File: config.mk
export PLATFORM = sky130hd
export DESIGN_NAME = itb_irq_ctrl
export DESIGN_NICKNAME = d
export VERILOG_FILES = /design/src/rtl/itb_pkg.sv /design/src/rtl/itb_tb_div.sv /design/src/rtl/itb_irq_ctrl.sv
export SDC_FILE = /design/constraint.sdc
export NUM_CORES = 1
export LEC_CHECK = 0
export BUFFER_PORTS_ARGS = -buffer_cell sky130_fd_sc_hd__buf_2
export CORE_MARGIN = 2
export CORE_UTILIZATION = 48
export CTS_CLUSTER_SIZE = 14
export DETAILED_ROUTE_END_ITERATION = 6
export PLACE_DENSITY = 0.72
export SYNTH_ARGS = -nofsm -noshare
export SYNTH_HDL_FRONTEND = slang
export SYNTH_SLANG_ARGS = --single-unit
File: constraint.sdc
create_clock -name CLK_SYS -period 2.59 [get_ports CLK_SYS]
set_clock_uncertainty 0.05 [all_clocks]
set_input_delay 0.3885 -clock CLK_SYS [delete_from_list [all_inputs] [get_ports CLK_SYS]]
set_output_delay 0.3885 -clock CLK_SYS [all_outputs]
set_load 0.005 [all_outputs]
File: src/rtl/itb_pkg.sv
// Constants, types and field layout for the interrupt and time base block
//
// Summary of operation
// - Comparator output change sets comparator flag
// - Vector only with global, source enable, stack room
// - Comparator service clears its flag and global enable
// - Five multifunction groups built from peripheral requests
// - Any grouped source request sets multifunction flag
// - Group service clears only group flag, global enable
// - Finished conversion sets converter flag
// - Converter service clears its flag and global enable
// - Divider overflow sets time base flags
// - Time base service clears its flag, global enable
// - Time base runs only while run bit set
// - Clock select picks sub clock or system/4
// - Time base one period 4096 to 32768 clocks
// - Time base zero period 256 doubling to 32768
// - Control bit 3 drives crystal low power mode
// - Memory write cycle end sets memory flag
// - Memory vector needs global, own, group enables
// - Low supply report sets low voltage flag
// - Serial module byte done sets its flag
// - Secondary port byte done sets its flag
// - Any flag rising wakes device regardless enables
// - Interrupt return sets global enable again
package itb_pkg;

  // ----------------------------------------------------------------
  // Register map (byte addresses)
  // ----------------------------------------------------------------
  localparam logic [7:0] REG_ENABLE_OFS = 8'h00;
  localparam logic [7:0] REG_FLAGS_OFS  = 8'h04;
  localparam logic [7:0] REG_GLOBAL_OFS = 8'h08;
  localparam logic [7:0] REG_GROUP4_OFS = 8'h0c;
  localparam logic [7:0] REG_TB_CTL_OFS = 8'h10;
  localparam logic [7:0] REG_STATUS_OFS = 8'h14;

  // ----------------------------------------------------------------
  // Field positions and reset values
  // ----------------------------------------------------------------
  localparam int NUM_SRC        = 9;
  localparam int NUM_GROUP      = 5;
  localparam int GLOBAL_EN_BIT  = 0;
  localparam int GLOBAL_STK_BIT = 1;
  localparam int GRP_LOWV_EN    = 0;
  localparam int GRP_EEP_EN     = 1;
  localparam int GRP_SER_EN     = 2;
  localparam int GRP_SPI2_EN    = 3;
  localparam int GRP_FLAG_LSB   = 4;
  localparam int TB_RUN_BIT     = 7;
  localparam int TB_CKSEL_BIT   = 6;
  localparam int TB_ONE_LSB     = 4;
  localparam int TB_LXT_LP_BIT  = 3;
  localparam int TB_ZERO_LSB    = 0;
  localparam int STAT_CMP_BIT   = 16;
  localparam int STAT_VEC_LSB   = 24;
  localparam logic [7:0] TB_CTL_RESET = 8'h37;
  localparam logic [8:0] ENABLE_RESET = 9'h000;
  localparam logic [8:0] FLAGS_RESET  = 9'h000;
  localparam logic [3:0] GROUP_RESET  = 4'h0;

  // ----------------------------------------------------------------
  // Time base divider
  // ----------------------------------------------------------------
  localparam int TB_CNT_W = 15;
  localparam logic [14:0] TB_FULL_MASK = 15'h7fff;
  localparam logic [2:0]  TB_ZERO_MAXC = 3'h7;
  localparam logic [1:0]  TB_ONE_MAXC  = 2'h3;
  localparam logic [1:0]  SYS_PRESC_LAST = 2'h3;

  // ----------------------------------------------------------------
  // Sources in priority order, index 0 highest
  // ----------------------------------------------------------------
  typedef enum logic [3:0] {
    SRC_CMP  = 4'h0,
    SRC_GRP0 = 4'h1,
    SRC_GRP1 = 4'h2,
    SRC_GRP2 = 4'h3,
    SRC_GRP3 = 4'h4,
    SRC_GRP4 = 4'h5,
    SRC_ADC  = 4'h6,
    SRC_TB0  = 4'h7,
    SRC_TB1  = 4'h8
  } itb_src_t;

  typedef enum logic {
    BUS_IDLE = 1'b0,
    BUS_ACK  = 1'b1
  } itb_bus_st_t;

  // Peripheral event carrier, all same clock
  typedef struct packed {
    logic [3:0] timer_grp_req;
    logic       adc_done;
    logic       eep_wr_done;
    logic       serial_done;
    logic       spi2_done;
  } itb_evt_t;

endpackage

File: src/rtl/itb_tb_div.sv
// Time base divider with two selectable overflow taps
`timescale 1ns/1ps
module itb_tb_div (
  input  wire logic        clk,
  input  wire logic        arst_n,
  input  wire logic        clk_en,
  input  wire logic        run,
  input  wire logic        tick,
  input  wire logic [2:0]  zero_period,
  input  wire logic [1:0]  one_period,
  output logic             zero_ovf,
  output logic             one_ovf,
  output logic [14:0]      count
);

  logic [14:0] cnt_ff;
  logic [14:0] zero_mask;
  logic [14:0] one_mask;

  // ----------------------------------------------------------------
  // Counter, cleared while stopped
  // ----------------------------------------------------------------
  always_ff @(posedge clk or negedge arst_n) begin
    if (!arst_n) begin
      cnt_ff <= 15'h0000;
    end else if (clk_en) begin
      if (!run) begin
        cnt_ff <= 15'h0000;
      end else if (tick) begin
        cnt_ff <= cnt_ff + 15'h0001;
      end
    end
  end

  // Tap masks: 256..32768 and 4096..32768 clocks
  assign zero_mask = itb_pkg::TB_FULL_MASK
                     >> (itb_pkg::TB_ZERO_MAXC - zero_period);
  assign one_mask  = itb_pkg::TB_FULL_MASK
                     >> (itb_pkg::TB_ONE_MAXC - one_period);

  // Overflow on the tick that wraps the tap
  assign zero_ovf = run && tick && ((cnt_ff & zero_mask) == zero_mask);
  assign one_ovf  = run && tick && ((cnt_ff & one_mask) == one_mask);
  assign count    = cnt_ff;

endmodule

File: src/rtl/itb_irq_ctrl.sv
// Interrupt request flags, vectoring and time base with Avalon registers
`timescale 1ns/1ps
module itb_irq_ctrl (
  input  wire logic             CLK_SYS,
  input  wire logic             ARST_N,
  input  wire logic             CLK_EN,
  // Avalon-MM slave
  input  wire logic [7:0]       AVS_ADDRESS,
  input  wire logic             AVS_READ,
  input  wire logic             AVS_WRITE,
  input  wire logic [31:0]      AVS_WRITEDATA,
  input  wire logic [3:0]       AVS_BYTEENABLE,
  output logic [31:0]           AVS_READDATA,
  output logic                  AVS_WAITREQUEST,
  // Asynchronous levels
  input  wire logic             CMP_OUT,
  input  wire logic             LOW_VOLT_OUT,
  input  wire logic             SUB_CLK,
  // Same-clock peripheral events
  input  wire itb_pkg::itb_evt_t EVT_IN,
  // Program sequencer side
  input  wire logic             STACK_FULL,
  input  wire logic             RET_FROM_IRQ,
  output logic                  VEC_CALL,
  output logic [3:0]            VEC_ID,
  output logic                  WAKE,
  output logic                  LXT_LOW_POWER
);

  // ----------------------------------------------------------------
  // Declarations
  // ----------------------------------------------------------------
  itb_pkg::itb_bus_st_t bus_st_ff;
  itb_pkg::itb_bus_st_t nxt_bus_st;
  logic [31:0] rdata_ff;
  logic [31:0] rd_mux;
  logic [31:0] wmask;
  logic        bus_req;
  logic        bus_acc;
  logic        wr_enable;
  logic        wr_flags;
  logic        wr_global;
  logic        wr_group;
  logic        wr_tb_ctl;

  logic [8:0]  enable_ff;
  logic [8:0]  flag_ff;
  logic [8:0]  nxt_flag;
  logic [8:0]  flag_set;
  logic [8:0]  svc_clr;
  logic [8:0]  eligible;
  logic        gie_ff;
  logic        nxt_gie;
  logic [3:0]  grp_en_ff;
  logic [3:0]  grp_flag_ff;
  logic [3:0]  nxt_grp_flag;
  logic [3:0]  grp_set;
  logic        grp4_live;
  logic [7:0]  tb_ctl_ff;

  logic        cmp_s1_ff;
  logic        cmp_s2_ff;
  logic        cmp_d_ff;
  logic        lowv_s1_ff;
  logic        lowv_s2_ff;
  logic        lowv_d_ff;
  logic        sub_s1_ff;
  logic        sub_s2_ff;
  logic        sub_d_ff;
  logic [3:0]  timer_d_ff;
  logic [3:0]  timer_rise;
  logic [1:0]  presc_ff;

  logic        tb_tick;
  logic        tb0_ovf;
  logic        tb1_ovf;
  logic [14:0] tb_count;

  logic        svc;
  logic [3:0]  svc_id;
  logic        vec_call_ff;
  logic [3:0]  vec_id_ff;
  logic        wake_ff;

  // ----------------------------------------------------------------
  // Byte lane mask for register writes
  // ----------------------------------------------------------------
  assign wmask = {{8{AVS_BYTEENABLE[3]}}, {8{AVS_BYTEENABLE[2]}},
                  {8{AVS_BYTEENABLE[1]}}, {8{AVS_BYTEENABLE[0]}}};

  // ----------------------------------------------------------------
  // Avalon slave, one wait state per access
  // ----------------------------------------------------------------
  assign bus_req = AVS_READ || AVS_WRITE;
  assign bus_acc = bus_req && CLK_EN && (bus_st_ff == itb_pkg::BUS_ACK);
  assign AVS_WAITREQUEST = bus_req && !bus_acc;
  assign AVS_READDATA    = rdata_ff;

  // Next bus state
  always_comb begin
    nxt_bus_st = bus_st_ff;
    case (bus_st_ff)
      itb_pkg::BUS_IDLE: begin
        if (bus_req) begin
          nxt_bus_st = itb_pkg::BUS_ACK;
        end
      end
      itb_pkg::BUS_ACK: begin
        nxt_bus_st = itb_pkg::BUS_IDLE;
      end
      default: begin
        nxt_bus_st = itb_pkg::BUS_IDLE;
      end
    endcase
  end

  // Bus state register
  always_ff @(posedge CLK_SYS or negedge ARST_N) begin
    if (!ARST_N) begin
      bus_st_ff <= itb_pkg::BUS_IDLE;
    end else if (CLK_EN) begin
      bus_st_ff <= nxt_bus_st;
    end
  end

  // Write strobes, effective on the accepting edge
  assign wr_enable = bus_acc && AVS_WRITE &&
                     (AVS_ADDRESS == itb_pkg::REG_ENABLE_OFS);
  assign wr_flags  = bus_acc && AVS_WRITE &&
                     (AVS_ADDRESS == itb_pkg::REG_FLAGS_OFS);
  assign wr_global = bus_acc && AVS_WRITE &&
                     (AVS_ADDRESS == itb_pkg::REG_GLOBAL_OFS);
  assign wr_group  = bus_acc && AVS_WRITE &&
                     (AVS_ADDRESS == itb_pkg::REG_GROUP4_OFS);
  assign wr_tb_ctl = bus_acc && AVS_WRITE &&
                     (AVS_ADDRESS == itb_pkg::REG_TB_CTL_OFS);

  // Read multiplexer, unmapped reads as zero
  always_comb begin
    rd_mux = 32'h0000_0000;
    case (AVS_ADDRESS)
      itb_pkg::REG_ENABLE_OFS: rd_mux[8:0] = enable_ff;
      itb_pkg::REG_FLAGS_OFS:  rd_mux[8:0] = flag_ff;
      itb_pkg::REG_GLOBAL_OFS: begin
        rd_mux[itb_pkg::GLOBAL_EN_BIT]  = gie_ff;
        rd_mux[itb_pkg::GLOBAL_STK_BIT] = STACK_FULL;
      end
      itb_pkg::REG_GROUP4_OFS: rd_mux[7:0] = {grp_flag_ff, grp_en_ff};
      itb_pkg::REG_TB_CTL_OFS: rd_mux[7:0] = tb_ctl_ff;
      itb_pkg::REG_STATUS_OFS: begin
        rd_mux[14:0] = tb_count;
        rd_mux[itb_pkg::STAT_CMP_BIT] = cmp_d_ff;
        rd_mux[itb_pkg::STAT_VEC_LSB +: 4] = vec_id_ff;
      end
      default: rd_mux = 32'h0000_0000;
    endcase
  end

  // Read data captured in the wait cycle, held until next read
  always_ff @(posedge CLK_SYS or negedge ARST_N) begin
    if (!ARST_N) begin
      rdata_ff <= 32'h0000_0000;
    end else if (CLK_EN && AVS_READ &&
                 (bus_st_ff == itb_pkg::BUS_IDLE)) begin
      rdata_ff <= rd_mux;
    end
  end

  // ----------------------------------------------------------------
  // Input synchronisers for pins and the sub clock
  // ----------------------------------------------------------------
  always_ff @(posedge CLK_SYS or negedge ARST_N) begin
    if (!ARST_N) begin
      cmp_s1_ff  <= 1'b0;
      cmp_s2_ff  <= 1'b0;
      lowv_s1_ff <= 1'b0;
      lowv_s2_ff <= 1'b0;
      sub_s1_ff  <= 1'b0;
      sub_s2_ff  <= 1'b0;
    end else if (CLK_EN) begin
      cmp_s1_ff  <= CMP_OUT;
      cmp_s2_ff  <= cmp_s1_ff;
      lowv_s1_ff <= LOW_VOLT_OUT;
      lowv_s2_ff <= lowv_s1_ff;
      sub_s1_ff  <= SUB_CLK;
      sub_s2_ff  <= sub_s1_ff;
    end
  end

  // Delayed copies for edge detection
  always_ff @(posedge CLK_SYS or negedge ARST_N) begin
    if (!ARST_N) begin
      cmp_d_ff   <= 1'b0;
      lowv_d_ff  <= 1'b0;
      sub_d_ff   <= 1'b0;
      timer_d_ff <= 4'h0;
    end else if (CLK_EN) begin
      cmp_d_ff   <= cmp_s2_ff;
      lowv_d_ff  <= lowv_s2_ff;
      sub_d_ff   <= sub_s2_ff;
      timer_d_ff <= EVT_IN.timer_grp_req;
    end
  end

  assign timer_rise = EVT_IN.timer_grp_req & ~timer_d_ff;

  // ----------------------------------------------------------------
  // Time base clock and divider
  // ----------------------------------------------------------------
  always_ff @(posedge CLK_SYS or negedge ARST_N) begin
    if (!ARST_N) begin
      presc_ff <= 2'h0;
    end else if (CLK_EN) begin
      presc_ff <= presc_ff + 2'h1;
    end
  end

  // Sub clock rising edge or system clock over four
  assign tb_tick = tb_ctl_ff[itb_pkg::TB_CKSEL_BIT]
                   ? (presc_ff == itb_pkg::SYS_PRESC_LAST)
                   : (sub_s2_ff && !sub_d_ff);

  itb_tb_div u_tb_div (
    .clk         (CLK_SYS),
    .arst_n      (ARST_N),
    .clk_en      (CLK_EN),
    .run         (tb_ctl_ff[itb_pkg::TB_RUN_BIT]),
    .tick        (tb_tick),
    .zero_period (tb_ctl_ff[itb_pkg::TB_ZERO_LSB +: 3]),
    .one_period  (tb_ctl_ff[itb_pkg::TB_ONE_LSB +: 2]),
    .zero_ovf    (tb0_ovf),
    .one_ovf     (tb1_ovf),
    .count       (tb_count)
  );

  // Time base control register
  always_ff @(posedge CLK_SYS or negedge ARST_N) begin
    if (!ARST_N) begin
      tb_ctl_ff <= itb_pkg::TB_CTL_RESET;
    end else if (CLK_EN && wr_tb_ctl) begin
      tb_ctl_ff <= (tb_ctl_ff & ~wmask[7:0]) |
                   (AVS_WRITEDATA[7:0] & wmask[7:0]);
    end
  end

  assign LXT_LOW_POWER = tb_ctl_ff[itb_pkg::TB_LXT_LP_BIT];

  // ----------------------------------------------------------------
  // Fourth group sources: low voltage, memory, serial, second port
  // ----------------------------------------------------------------
  assign grp_set[itb_pkg::GRP_LOWV_EN] = lowv_s2_ff && !lowv_d_ff;
  assign grp_set[itb_pkg::GRP_EEP_EN]  = EVT_IN.eep_wr_done;
  assign grp_set[itb_pkg::GRP_SER_EN]  = EVT_IN.serial_done;
  assign grp_set[itb_pkg::GRP_SPI2_EN] = EVT_IN.spi2_done;

  // Source flags: software write, set wins, never auto-cleared
  always_comb begin
    nxt_grp_flag = grp_flag_ff;
    if (wr_group) begin
      nxt_grp_flag = AVS_BYTEENABLE[0] ? AVS_WRITEDATA[7:4] : grp_flag_ff;
    end
    nxt_grp_flag = nxt_grp_flag | grp_set;
  end

  // Group enables and flags
  always_ff @(posedge CLK_SYS or negedge ARST_N) begin
    if (!ARST_N) begin
      grp_en_ff   <= itb_pkg::GROUP_RESET;
      grp_flag_ff <= itb_pkg::GROUP_RESET;
    end else if (CLK_EN) begin
      if (wr_group && AVS_BYTEENABLE[0]) begin
        grp_en_ff <= AVS_WRITEDATA[3:0];
      end
      grp_flag_ff <= nxt_grp_flag;
    end
  end

  // A grouped source with its own enable may vector
  assign grp4_live = |(grp_flag_ff & grp_en_ff);

  // ----------------------------------------------------------------
  // Main request flags in priority order
  // ----------------------------------------------------------------
  assign flag_set[itb_pkg::SRC_CMP] = cmp_s2_ff ^ cmp_d_ff;
  assign flag_set[4:1] = timer_rise;
  assign flag_set[itb_pkg::SRC_GRP4] = |grp_set;
  assign flag_set[itb_pkg::SRC_ADC] = EVT_IN.adc_done;
  assign flag_set[itb_pkg::SRC_TB0] = tb0_ovf;
  assign flag_set[itb_pkg::SRC_TB1] = tb1_ovf;

  // Eligible requests; fourth group also needs a live source
  always_comb begin
    eligible = flag_ff & enable_ff;
    eligible[itb_pkg::SRC_GRP4] = eligible[itb_pkg::SRC_GRP4] && grp4_live;
  end

  // Fixed priority pick, lowest index first
  always_comb begin
    svc_id = 4'h0;
    for (int i = itb_pkg::NUM_SRC - 1; i >= 0; i--) begin
      if (eligible[i]) begin
        svc_id = 4'(i);
      end
    end
  end

  // Service only with global enable and stack room
  assign svc = CLK_EN && gie_ff && !STACK_FULL && (|eligible);

  // Clear only the serviced flag
  always_comb begin
    svc_clr = 9'h000;
    if (svc) begin
      svc_clr[svc_id] = 1'b1;
    end
  end

  // Next flags: write, then auto clear, event set wins
  always_comb begin
    nxt_flag = flag_ff;
    if (wr_flags) begin
      nxt_flag = (flag_ff & ~wmask[8:0]) | (AVS_WRITEDATA[8:0] & wmask[8:0]);
    end
    nxt_flag = (nxt_flag & ~svc_clr) | flag_set;
  end

  // Enable and flag registers
  always_ff @(posedge CLK_SYS or negedge ARST_N) begin
    if (!ARST_N) begin
      enable_ff <= itb_pkg::ENABLE_RESET;
      flag_ff   <= itb_pkg::FLAGS_RESET;
    end else if (CLK_EN) begin
      if (wr_enable) begin
        enable_ff <= (enable_ff & ~wmask[8:0]) |
                     (AVS_WRITEDATA[8:0] & wmask[8:0]);
      end
      flag_ff <= nxt_flag;
    end
  end

  // ----------------------------------------------------------------
  // Global enable: software, return, and service
  // ----------------------------------------------------------------
  always_comb begin
    nxt_gie = gie_ff;
    if (wr_global && AVS_BYTEENABLE[0]) begin
      nxt_gie = AVS_WRITEDATA[itb_pkg::GLOBAL_EN_BIT];
    end
    if (RET_FROM_IRQ) begin
      nxt_gie = 1'b1;
    end
    if (svc) begin
      nxt_gie = 1'b0;
    end
  end

  always_ff @(posedge CLK_SYS or negedge ARST_N) begin
    if (!ARST_N) begin
      gie_ff <= 1'b0;
    end else if (CLK_EN) begin
      gie_ff <= nxt_gie;
    end
  end

  // ----------------------------------------------------------------
  // Vector call, identity and wake outputs
  // ----------------------------------------------------------------
  always_ff @(posedge CLK_SYS or negedge ARST_N) begin
    if (!ARST_N) begin
      vec_call_ff <= 1'b0;
      vec_id_ff   <= 4'h0;
      wake_ff     <= 1'b0;
    end else if (CLK_EN) begin
      vec_call_ff <= svc;
      if (svc) begin
        vec_id_ff <= svc_id;
      end
      wake_ff <= (|(nxt_flag & ~flag_ff)) ||
                 (|(nxt_grp_flag & ~grp_flag_ff));
    end
  end

  assign VEC_CALL = vec_call_ff;
  assign VEC_ID   = vec_id_ff;
  assign WAKE     = wake_ff;

endmodule

======== Word level (Yosys, flattened, before mapping) ========
Cells that the tools add are included.
storage, ports and cells
  input port bits ......................... 62
  register bits ........................... 92
  word-level logic and storage cells ...... 137
  output and inout bits ................... 40
operators by class
  reduce and logical (&&, ||, !) cells .... 42
  equality and inequality tests ........... 9
  multiplexer cells ....................... 29
  magnitude comparators ................... 2
  bitwise logic cells ..................... 26
  shift operators ......................... 2
  add/subtract/negate cells ............... 4
operators with widths
  cell                                                                    count
  9-bit AND                                                               6
  4-bit 2-to-1 mux                                                        12
  15-bit AND                                                              2
  15-bit equality test                                                    2
  15-bit 2-to-1 mux                                                       2
  6-bit case mux with 5 select lines                                      1
  9-bit NOT                                                               3
  9-bit OR                                                                3
  1-bit logical AND                                                       24
  9-bit 2-to-1 mux                                                        2
  9-bit OR reduction                                                      2
  8-bit AND                                                               2
  8-bit by 4-bit equality test with 1-bit output (second input constant)  2
  8-bit by 5-bit equality test with 1-bit output (second input constant)  2
  15-bit by 1-bit adder with 15-bit output (second input constant)        1
  15-bit by 2-bit >> shifter with 15-bit output (first input constant)    1
  15-bit by 3-bit >> shifter with 15-bit output (first input constant)    1
  4-bit AND                                                               3
  2-bit case mux with 6 select lines                                      1
  4-bit OR reduction                                                      3
  2-bit AND reduction                                                     5
  8-bit by 3-bit equality test with 1-bit output (second input constant)  1
  8-bit zero test                                                         1
  4-bit NOT                                                               2
  20 further kinds                                                        30

======== Depth between registers and ports, before layout ========
Gate-level depths: netlist (run 1).
  word-level depth ........................ 21
  gate-level depth with buffers ........... 8
  mapped depth without buffers ............ 7

======== Hierarchy ========
Synthesis (run 1) repeated with hierarchy kept, for this count alone.
second synthesis, totals
  cells, all modules ...................... 482
  area, all modules ....................... 4903.5 um^2
modules (own cells, without submodules)
  module        area an instance (um^2)  instances  seq. area each (um^2)  cells an instance
  itb_irq_ctrl  4028.9                   1          1933.1                 387
  itb_tb_div    874.6                    1          375.4                  95

======== Worst setup path before layout (run 1) ========
Ideal clock, no wire load.
  path kind ............................... input to register
  start ................................... input port AVS_ADDRESS[1]
  end ..................................... register grp_en_ff[0]
  library setup time ...................... 0.125 ns
  required time ........................... 2.415 ns
  stages on the path ...................... 7
  path slack .............................. 0.549 ns
  arrival time ............................ 1.866 ns
  buffers on the path ..................... 2
  cell sequence ........................... nor3_1 nand2_1 or3_1 buf_6 nor3_4 buf_6 mux2_2
on the way
  longest elaborated chain between the ends .. 4
ends and longest elaborated chain
  item                                            line                 RTL
  start, declared                                 itb_irq_ctrl.sv:8    input wire logic [7:0] AVS_ADDRESS,
  8-bit by 4-bit equality test with 1-bit output  itb_irq_ctrl.sv:134  (AVS_ADDRESS == itb_pkg::REG_GROUP4_OFS);
  1-bit logical AND                               itb_irq_ctrl.sv:133  assign wr_group = bus_acc && AVS_WRITE &&
  1-bit logical AND                               itb_irq_ctrl.sv:271  if (wr_group && AVS_BYTEENABLE[0]) begin
  2-bit AND reduction (no line)                   n/a
  end signal, assigned                            itb_irq_ctrl.sv:268  grp_en_ff <= itb_pkg::GROUP_RESET;
  end signal, assigned                            itb_irq_ctrl.sv:272  grp_en_ff <= AVS_WRITEDATA[3:0];
  end, declared                                   itb_irq_ctrl.sv:54   logic [3:0] grp_en_ff;
No other way between the ends.
A chain may end at the register's enable or synchronous reset.

======== Worst setup path after layout (run 1) ========
  start ................................... input port AVS_ADDRESS[1]
  end ..................................... register wake_ff, in the netlist WAKE
on the way
  longest elaborated chain between the ends .. 8
  elaborated cells between the ends (all ways) .. 14
  classes of those cells .................. eq/ne: 2; mux: 2; bitwise: 5; reduce/logical: 5
ends and longest elaborated chain
  item                                            line                 RTL
  8-bit by 3-bit equality test with 1-bit output  itb_irq_ctrl.sv:130  (AVS_ADDRESS == itb_pkg::REG_FLAGS_OFS);
  1-bit logical AND                               itb_irq_ctrl.sv:129  assign wr_flags = bus_acc && AVS_WRITE &&
  9-bit 2-to-1 mux                                itb_irq_ctrl.sv:321  if (wr_flags) begin
  9-bit AND                                       itb_irq_ctrl.sv:324  nxt_flag = (nxt_flag & ~svc_clr) | flag_set;
  9-bit OR                                        itb_irq_ctrl.sv:324
  9-bit AND                                       itb_irq_ctrl.sv:378  wake_ff <= (|(nxt_flag & ~flag_ff)) ||
  9-bit OR reduction                              itb_irq_ctrl.sv:378
  1-bit logical OR *                              itb_irq_ctrl.sv:378
  end signal, assigned                            itb_irq_ctrl.sv:378
  end, declared                                   itb_irq_ctrl.sv:83   logic wake_ff;
Mark *: on every way between the ends. The rest lies on a longest branch, timed or not.

==> results.cfg, run 1 <==
[status]
status = complete, no violations

[detailed_routing]
ant_nets = 0
routed_wl_mm = 12.9
drc_errors = 0
dr.pass1.iters = 5
num_vias = 4058
viasPerCell = 5.84
wl_per_cell_microns = 18.6
drtIter0Drc = 395

[placed_design]
place_inst = 678
dp_slack_ns = 0.143
port_buffers = 64
dp_hpwl_mm = 9.58
dpl_cell_area_sq_um = 5280
gp_congestion = 0.923

[critical_path]
arrival_ns = 2.31
r2r_slack_ns = 0.53
cp_max_fo = 10
crit_path_start_kind = input port
end_kind = flop
path_class = input port to flop
worstPathRequired_ns = 2.83

[logic_synthesis]
synthFlopType = dfrtp_1
synth_top_area_share = 0.449
synth_edf_count = 0
yosys-top-cells-area = dfrtp_1, mux2_2, nand2_1
ys_warn_count = 0
syn_inst = 490
yosys.area.top_type = dfrtp_1
syn_area_sq_um = 4840
avgSynthCellArea_sq_um = 9.89
synth_common_cells = dfrtp_1, nand2_1, nor2_1
ys_seq_elements = 92
yosys.cell_count.top_type = dfrtp_1
ys_types = 63
ys_seq_area_frac = 0.476
ys_async_sr_fraction = 1.00

[layout]
drive_above_1_share = 0.247
utilization = 0.565
fin_area_sq_um = 5530
final_cells = 695
syn_to_final_growth_pct = 14.1
num_antenna_cells = 0
nets = 621

[timing]
fin_hold_ws_ns = 0.189
final-setup-viol-count = 0
fmax_mhz = 485
min_period_over_period = 0.797
slew_violations = 0
rsz0062_at_grt = false
finalHoldViolCount = 0
tightestPinTransition_ns = 0.746
min_period_ns = 2.06
maxSlewHeadroom = 0.501
fin_ws_ns = 0.527
tns_ns = 0

[global_route]
grt_max_degree = 54
antenna_found_initial = 0
grt_pass1_vias = 3805
grt_pass1_wl_mm = 20.7
grt_use_total = 0.245
gr-total-overflow = 0

[clocking]
clock_sinks = 92
cts_made_buffers = 9
clk_latency_ns = 0.38
h-tree-depth = 3
clkTransAtPathRegs_ns = 0.09
root_buffer = clkbuf_8
cts_post_setup_buffers_inserted = 0
clockBufferDepth = 2
cts_tree = done
cts_resized = 0

[power]
p_per_area_nw_per_um2 = 545
p_clk_frac = 0.376
pwr-share-comb = 0.107
internal-power_mw = 2.23
p_sw_uw = 779
power_leakage_nw = 2.51
pwr-share-seq = 0.517
finalPower_mw = 3.01
ir_drop_mv = 0.289
switching_share = 0.259

[die]
die_x_microns = 104
die_h_microns = 104
row_count = 36
dieArea_sq_um = 10900
io_pins = 102
initial_core_util = 0.496
coreArea_sq_um = 9770

[worst_hold_path]
hold_class = input port to flop

[run]
cap_viol_max_count = 0
power groups by stage:
stage | clock network (mW) | registers, mW | logic [mW]
global placement | 0 | 1.58 | 0.313
finish | 1.13 | 1.56 | 0.323
global route | 1.21 | 1.57 | 0.358
floorplan | 0 | 1.57 | 0.201
detailed placement | 0 | 1.59 | 0.324
CTS | 1.14 | 1.56 | 0.326
worst max-delay path, cell delays in order:
cell and delay, ns:
buf_2 0.10, nor3_1 0.34, nand2_1 0.12, or3_1 0.53
a2111oi_0 0.47, nor4_1 0.15, a41oi_1 0.19
worst paths after layout:
path / startpoint / end / depth (start not counted)
max: AVS_ADDRESS[1] / WAKE / 7
min: LOW_VOLT_OUT / lowv_s1_ff / 2
max reg2reg: flop / u_tb_div.count[11] / 6
min reg2reg: presc_ff[0] / presc_ff[0] / 1
max in group asynchronous: ARST_N / asynchronous set/reset pin / 3
min in group asynchronous: ARST_N / AVS_READDATA[14] / 2
cell usage in the layout (no fill, tap or decap), types with 12 or more instances in the layout:
master and n:
a21oi_1 16, inv_1 25, conb_1 12, a22o_1 12, mux2i_1 13, nor3_1 12
dfrtp_1 87, nor2_1 40, nand2_1 48, mux2_2 30, buf_2 63, o21ai_0 33
nand3_1 19
layer usage:
layer	vias up	wire, microns	GRT usage
li1	1889	-	-
met1	1974	5960	0.364
met2	173	5830	0.361
met3	22	823	0.0313
met4	0	281	0.0975
met5	-	0	0
repair_timing:
action                                  in CTS  in global routing
hold buffers                                 1                  0
endpoints found under the hold margin       39                  0
endpoints found under the setup margin       0                  0
final cells by class:
class	count	area, sq um
clock inverters	5	83.8
clock buffers	11	151
fillers	886	4250
repair buffers	76	428
multi-input cells	352	2290
inverters	26	97.6
flip-flops and latches	92	2310
well taps	133	166
cells by family (layout without fill, tap and decap cells):
group | after synthesis | count (layout) | share of synthesized area
AND/OR/NAND/NOR | 161 | 161 | 0.166
AO/OA/AOI/OAI | 120 | 120 | 0.171
flip-flops | 92 | 92 | 0.476
buffers and inverters | 57 | 118 | 0.0591
multiplexers | 43 | 43 | 0.0966
XOR/XNOR | 14 | 14 | 0.0253
adder cells (fa/ha/maj) | 2 | 2 | 0.00516
other | 1 | 12 | 0.000774
(Power assumes the default switching activity.)
==> run 2: changes to the inputs <==
==> constraint.sdc (replaced) <==
create_clock -name CLK_SYS -period 1.9 [get_ports CLK_SYS]
set_clock_uncertainty 0.05 [all_clocks]
set_input_delay 0.285 -clock CLK_SYS [delete_from_list [all_inputs] [get_ports CLK_SYS]]
set_output_delay 0.285 -clock CLK_SYS [all_outputs]
set_load 0.005 [all_outputs]
==> run 2 against run 1 <==
Net effect:
- largest cell class is now multi-input gates
- the flow now finishes with violations (setup timing)
- register-to-register slack got worse by 0.54 ns
- power up 32%
- cell area increased by 9.1%
- utilization grew 5.1 points
- critical path type is now flop to flop
- worst hold slack lost 0.094 ns
- sequential share of layout area fell by 3.5 points
- critical endpoint is now u_tb_div.count[13]
==> results.cfg, run 2 (synthesized netlist as in run 1, its figures left out) <==
[status]
status = finished with violations
violations = setup timing

[placed_design]
dp_slack_ns = -0.184
gp_congestion = 0.968
dpl_cell_area_sq_um = 5730
port_buffers = 64
dp_hpwl_mm = 10.7

[layout]
fin_area_sq_um = 6030
utilization = 0.617
num_antenna_cells = 0
final_cell_mix = dfrtp_1, buf_4, buf_2
syn_to_final_growth_pct = 24.4
drive_above_1_share = 0.341
fill_cells = 877
layout_commonest_cell = dfrtp_1
nets = 681

[clocking]
clkTransAtPathRegs_ns = 0.10
clock_sinks = 92
clk_latency_ns = 0.36
cts_tree = done
h-tree-depth = 3
cts_made_buffers = 9
root_buffer = clkbuf_8
clockBufferDepth = 2

[timing]
fmax_mhz = 522
finalHoldViolCount = 0
slew_violations = 0
fin_ws_ns = -0.0148
final-setup-viol-count = 1
min_period_over_period = 1.01
min_period_ns = 1.91
rsz0062_at_grt = true

[detailed_routing]
num_vias = 4255
routed_wl_mm = 13.8
viasPerCell = 5.64
ant_nets = 0
drtIter0Drc = 268
wl_per_cell_microns = 18.3
dr.pass1.iters = 7
drc_errors = 0

[critical_path]
r2r-start = sub_d_ff
end_kind = flop
path_class = flop to flop
crit_path_start_kind = flop
crit_chain = or3b_4 > a31oi_4 > nand4_1 > nor3_2 > xnor2_1 > nor2_1
crit_path_max_incr_delay_ns = 0.43
critPathBufInv = 0
cp-startpoint = sub_d_ff
worstSetupEndpoint = u_tb_div.count[13]
cp_top_family = simple AND/OR/NAND/NOR gates
worstReg2RegEnd = u_tb_div.count[13]
arrival_ns = 2.12
critPathSlowestCell = or3b_4
rr_worst_depth = 6
worst-path-stages = 6
worstPathRequired_ns = 2.11
r2r_slack_ns = -0.01
cp_max_fo = 4

[die]
io_pins = 102
coreArea_sq_um = 9770
die_x_microns = 104
dieArea_sq_um = 10900
die_h_microns = 104
row_count = 36
initial_core_util = 0.496

[power]
power_leakage_nw = 2.79
finalPower_mw = 3.99
p_per_area_nw_per_um2 = 662
ir_drop_mv = 0.472

[global_route]
grt_pass1_vias = 4208
gr-total-overflow = 0
antenna_found_initial = 0
grt_use_total = 0.267
grt_pass1_wl_mm = 22.6
grt_max_degree = 34

[worst_hold_path]
hold_class = input port to flop

[run]
cap_viol_max_count = 0
[run 2: cell count changes in the layout (fill, tap and decap cells not counted), moves of 2 or more]
cell	delta
a22oi_2	+3
buf_6	+2
nor3_1	-5
clkbuf_8	-2
a22oi_1	-3
buf_4	+57
a21oi_1	-2
nor3_2	+5
[run 2: area by class of cell]
cell class	instances	area (sq um)	area share
Clock buffer	9	124	0.0206
Clock inverter	7	75.1	0.0125
Inverter	26	97.6	0.0162
Multi-Input combinational cell	352	2360	0.391
Sequential cell	92	2310	0.383
Tap cell	133	166	0.0276
Timing Repair Buffer	136	898	0.149
[run 2: per-stage QoR]
stage          cells  setup TNS, ns  hold WS, ns
6_report         755        -0.0148       0.0954
3_5_place_dp     735          -2.22        0.198
2_1_floorplan    501              0      -0.0606
5_1_grt          755         -0.200       0.0826
4_1_cts          752              0       0.0881
3_3_place_gp     735          -1.60        0.193
[run 2: worst reg2reg max path, stage by stage (launching register included)]
cell and delay (ns):
dfrtp_1 0.39, or3b_4 0.43, a31oi_4 0.25, nand4_1 0.26
nor3_2 0.23, xnor2_1 0.15, nor2_1 0.06
[run 2: worst min path at each step]
stage             from               to  slack (ns)  cells after the start
2_1_floorplan   ARST_N  AVS_READDATA[0]       -0.06                      0
3_3_place_gp    ARST_N       lowv_s2_ff        0.19                      1
3_5_place_dp    ARST_N       lowv_s2_ff        0.20                      1
4_1_cts        SUB_CLK        sub_s1_ff        0.09                      2
5_1_grt        CMP_OUT        cmp_s1_ff        0.08                      2
6_report       CMP_OUT        cmp_s1_ff         0.1                      2
[run 2: report_power, final]
part / internal (mW) / leakage [nW] / switching, mW / total (mW)
Clock: 0.612 / 0.0918 / 0.724 / 1.34
Sequential: 2.05 / 1.16 / 0.0697 / 2.12
Combinational: 0.238 / 1.54 / 0.298 / 0.536
Total: 2.90 / 2.79 / 1.09 / 3.99
[run 2: what timing repair did]
action                     4_1_cts  5_1_grt
setup endpoints to repair        8        9
hold endpoints to repair        29        0
resized for setup                3       14
pin swaps                        1        7
setup buffers                    0        3
hold buffers                     1        0
[run 2: metal layers]
metal	part of all wire	wire (microns)	track usage
met5	0	0	0
met4	0.018	253	0.0820
met3	0.068	934	0.0445
met2	0.46	6360	0.415
met1	0.45	6280	0.383
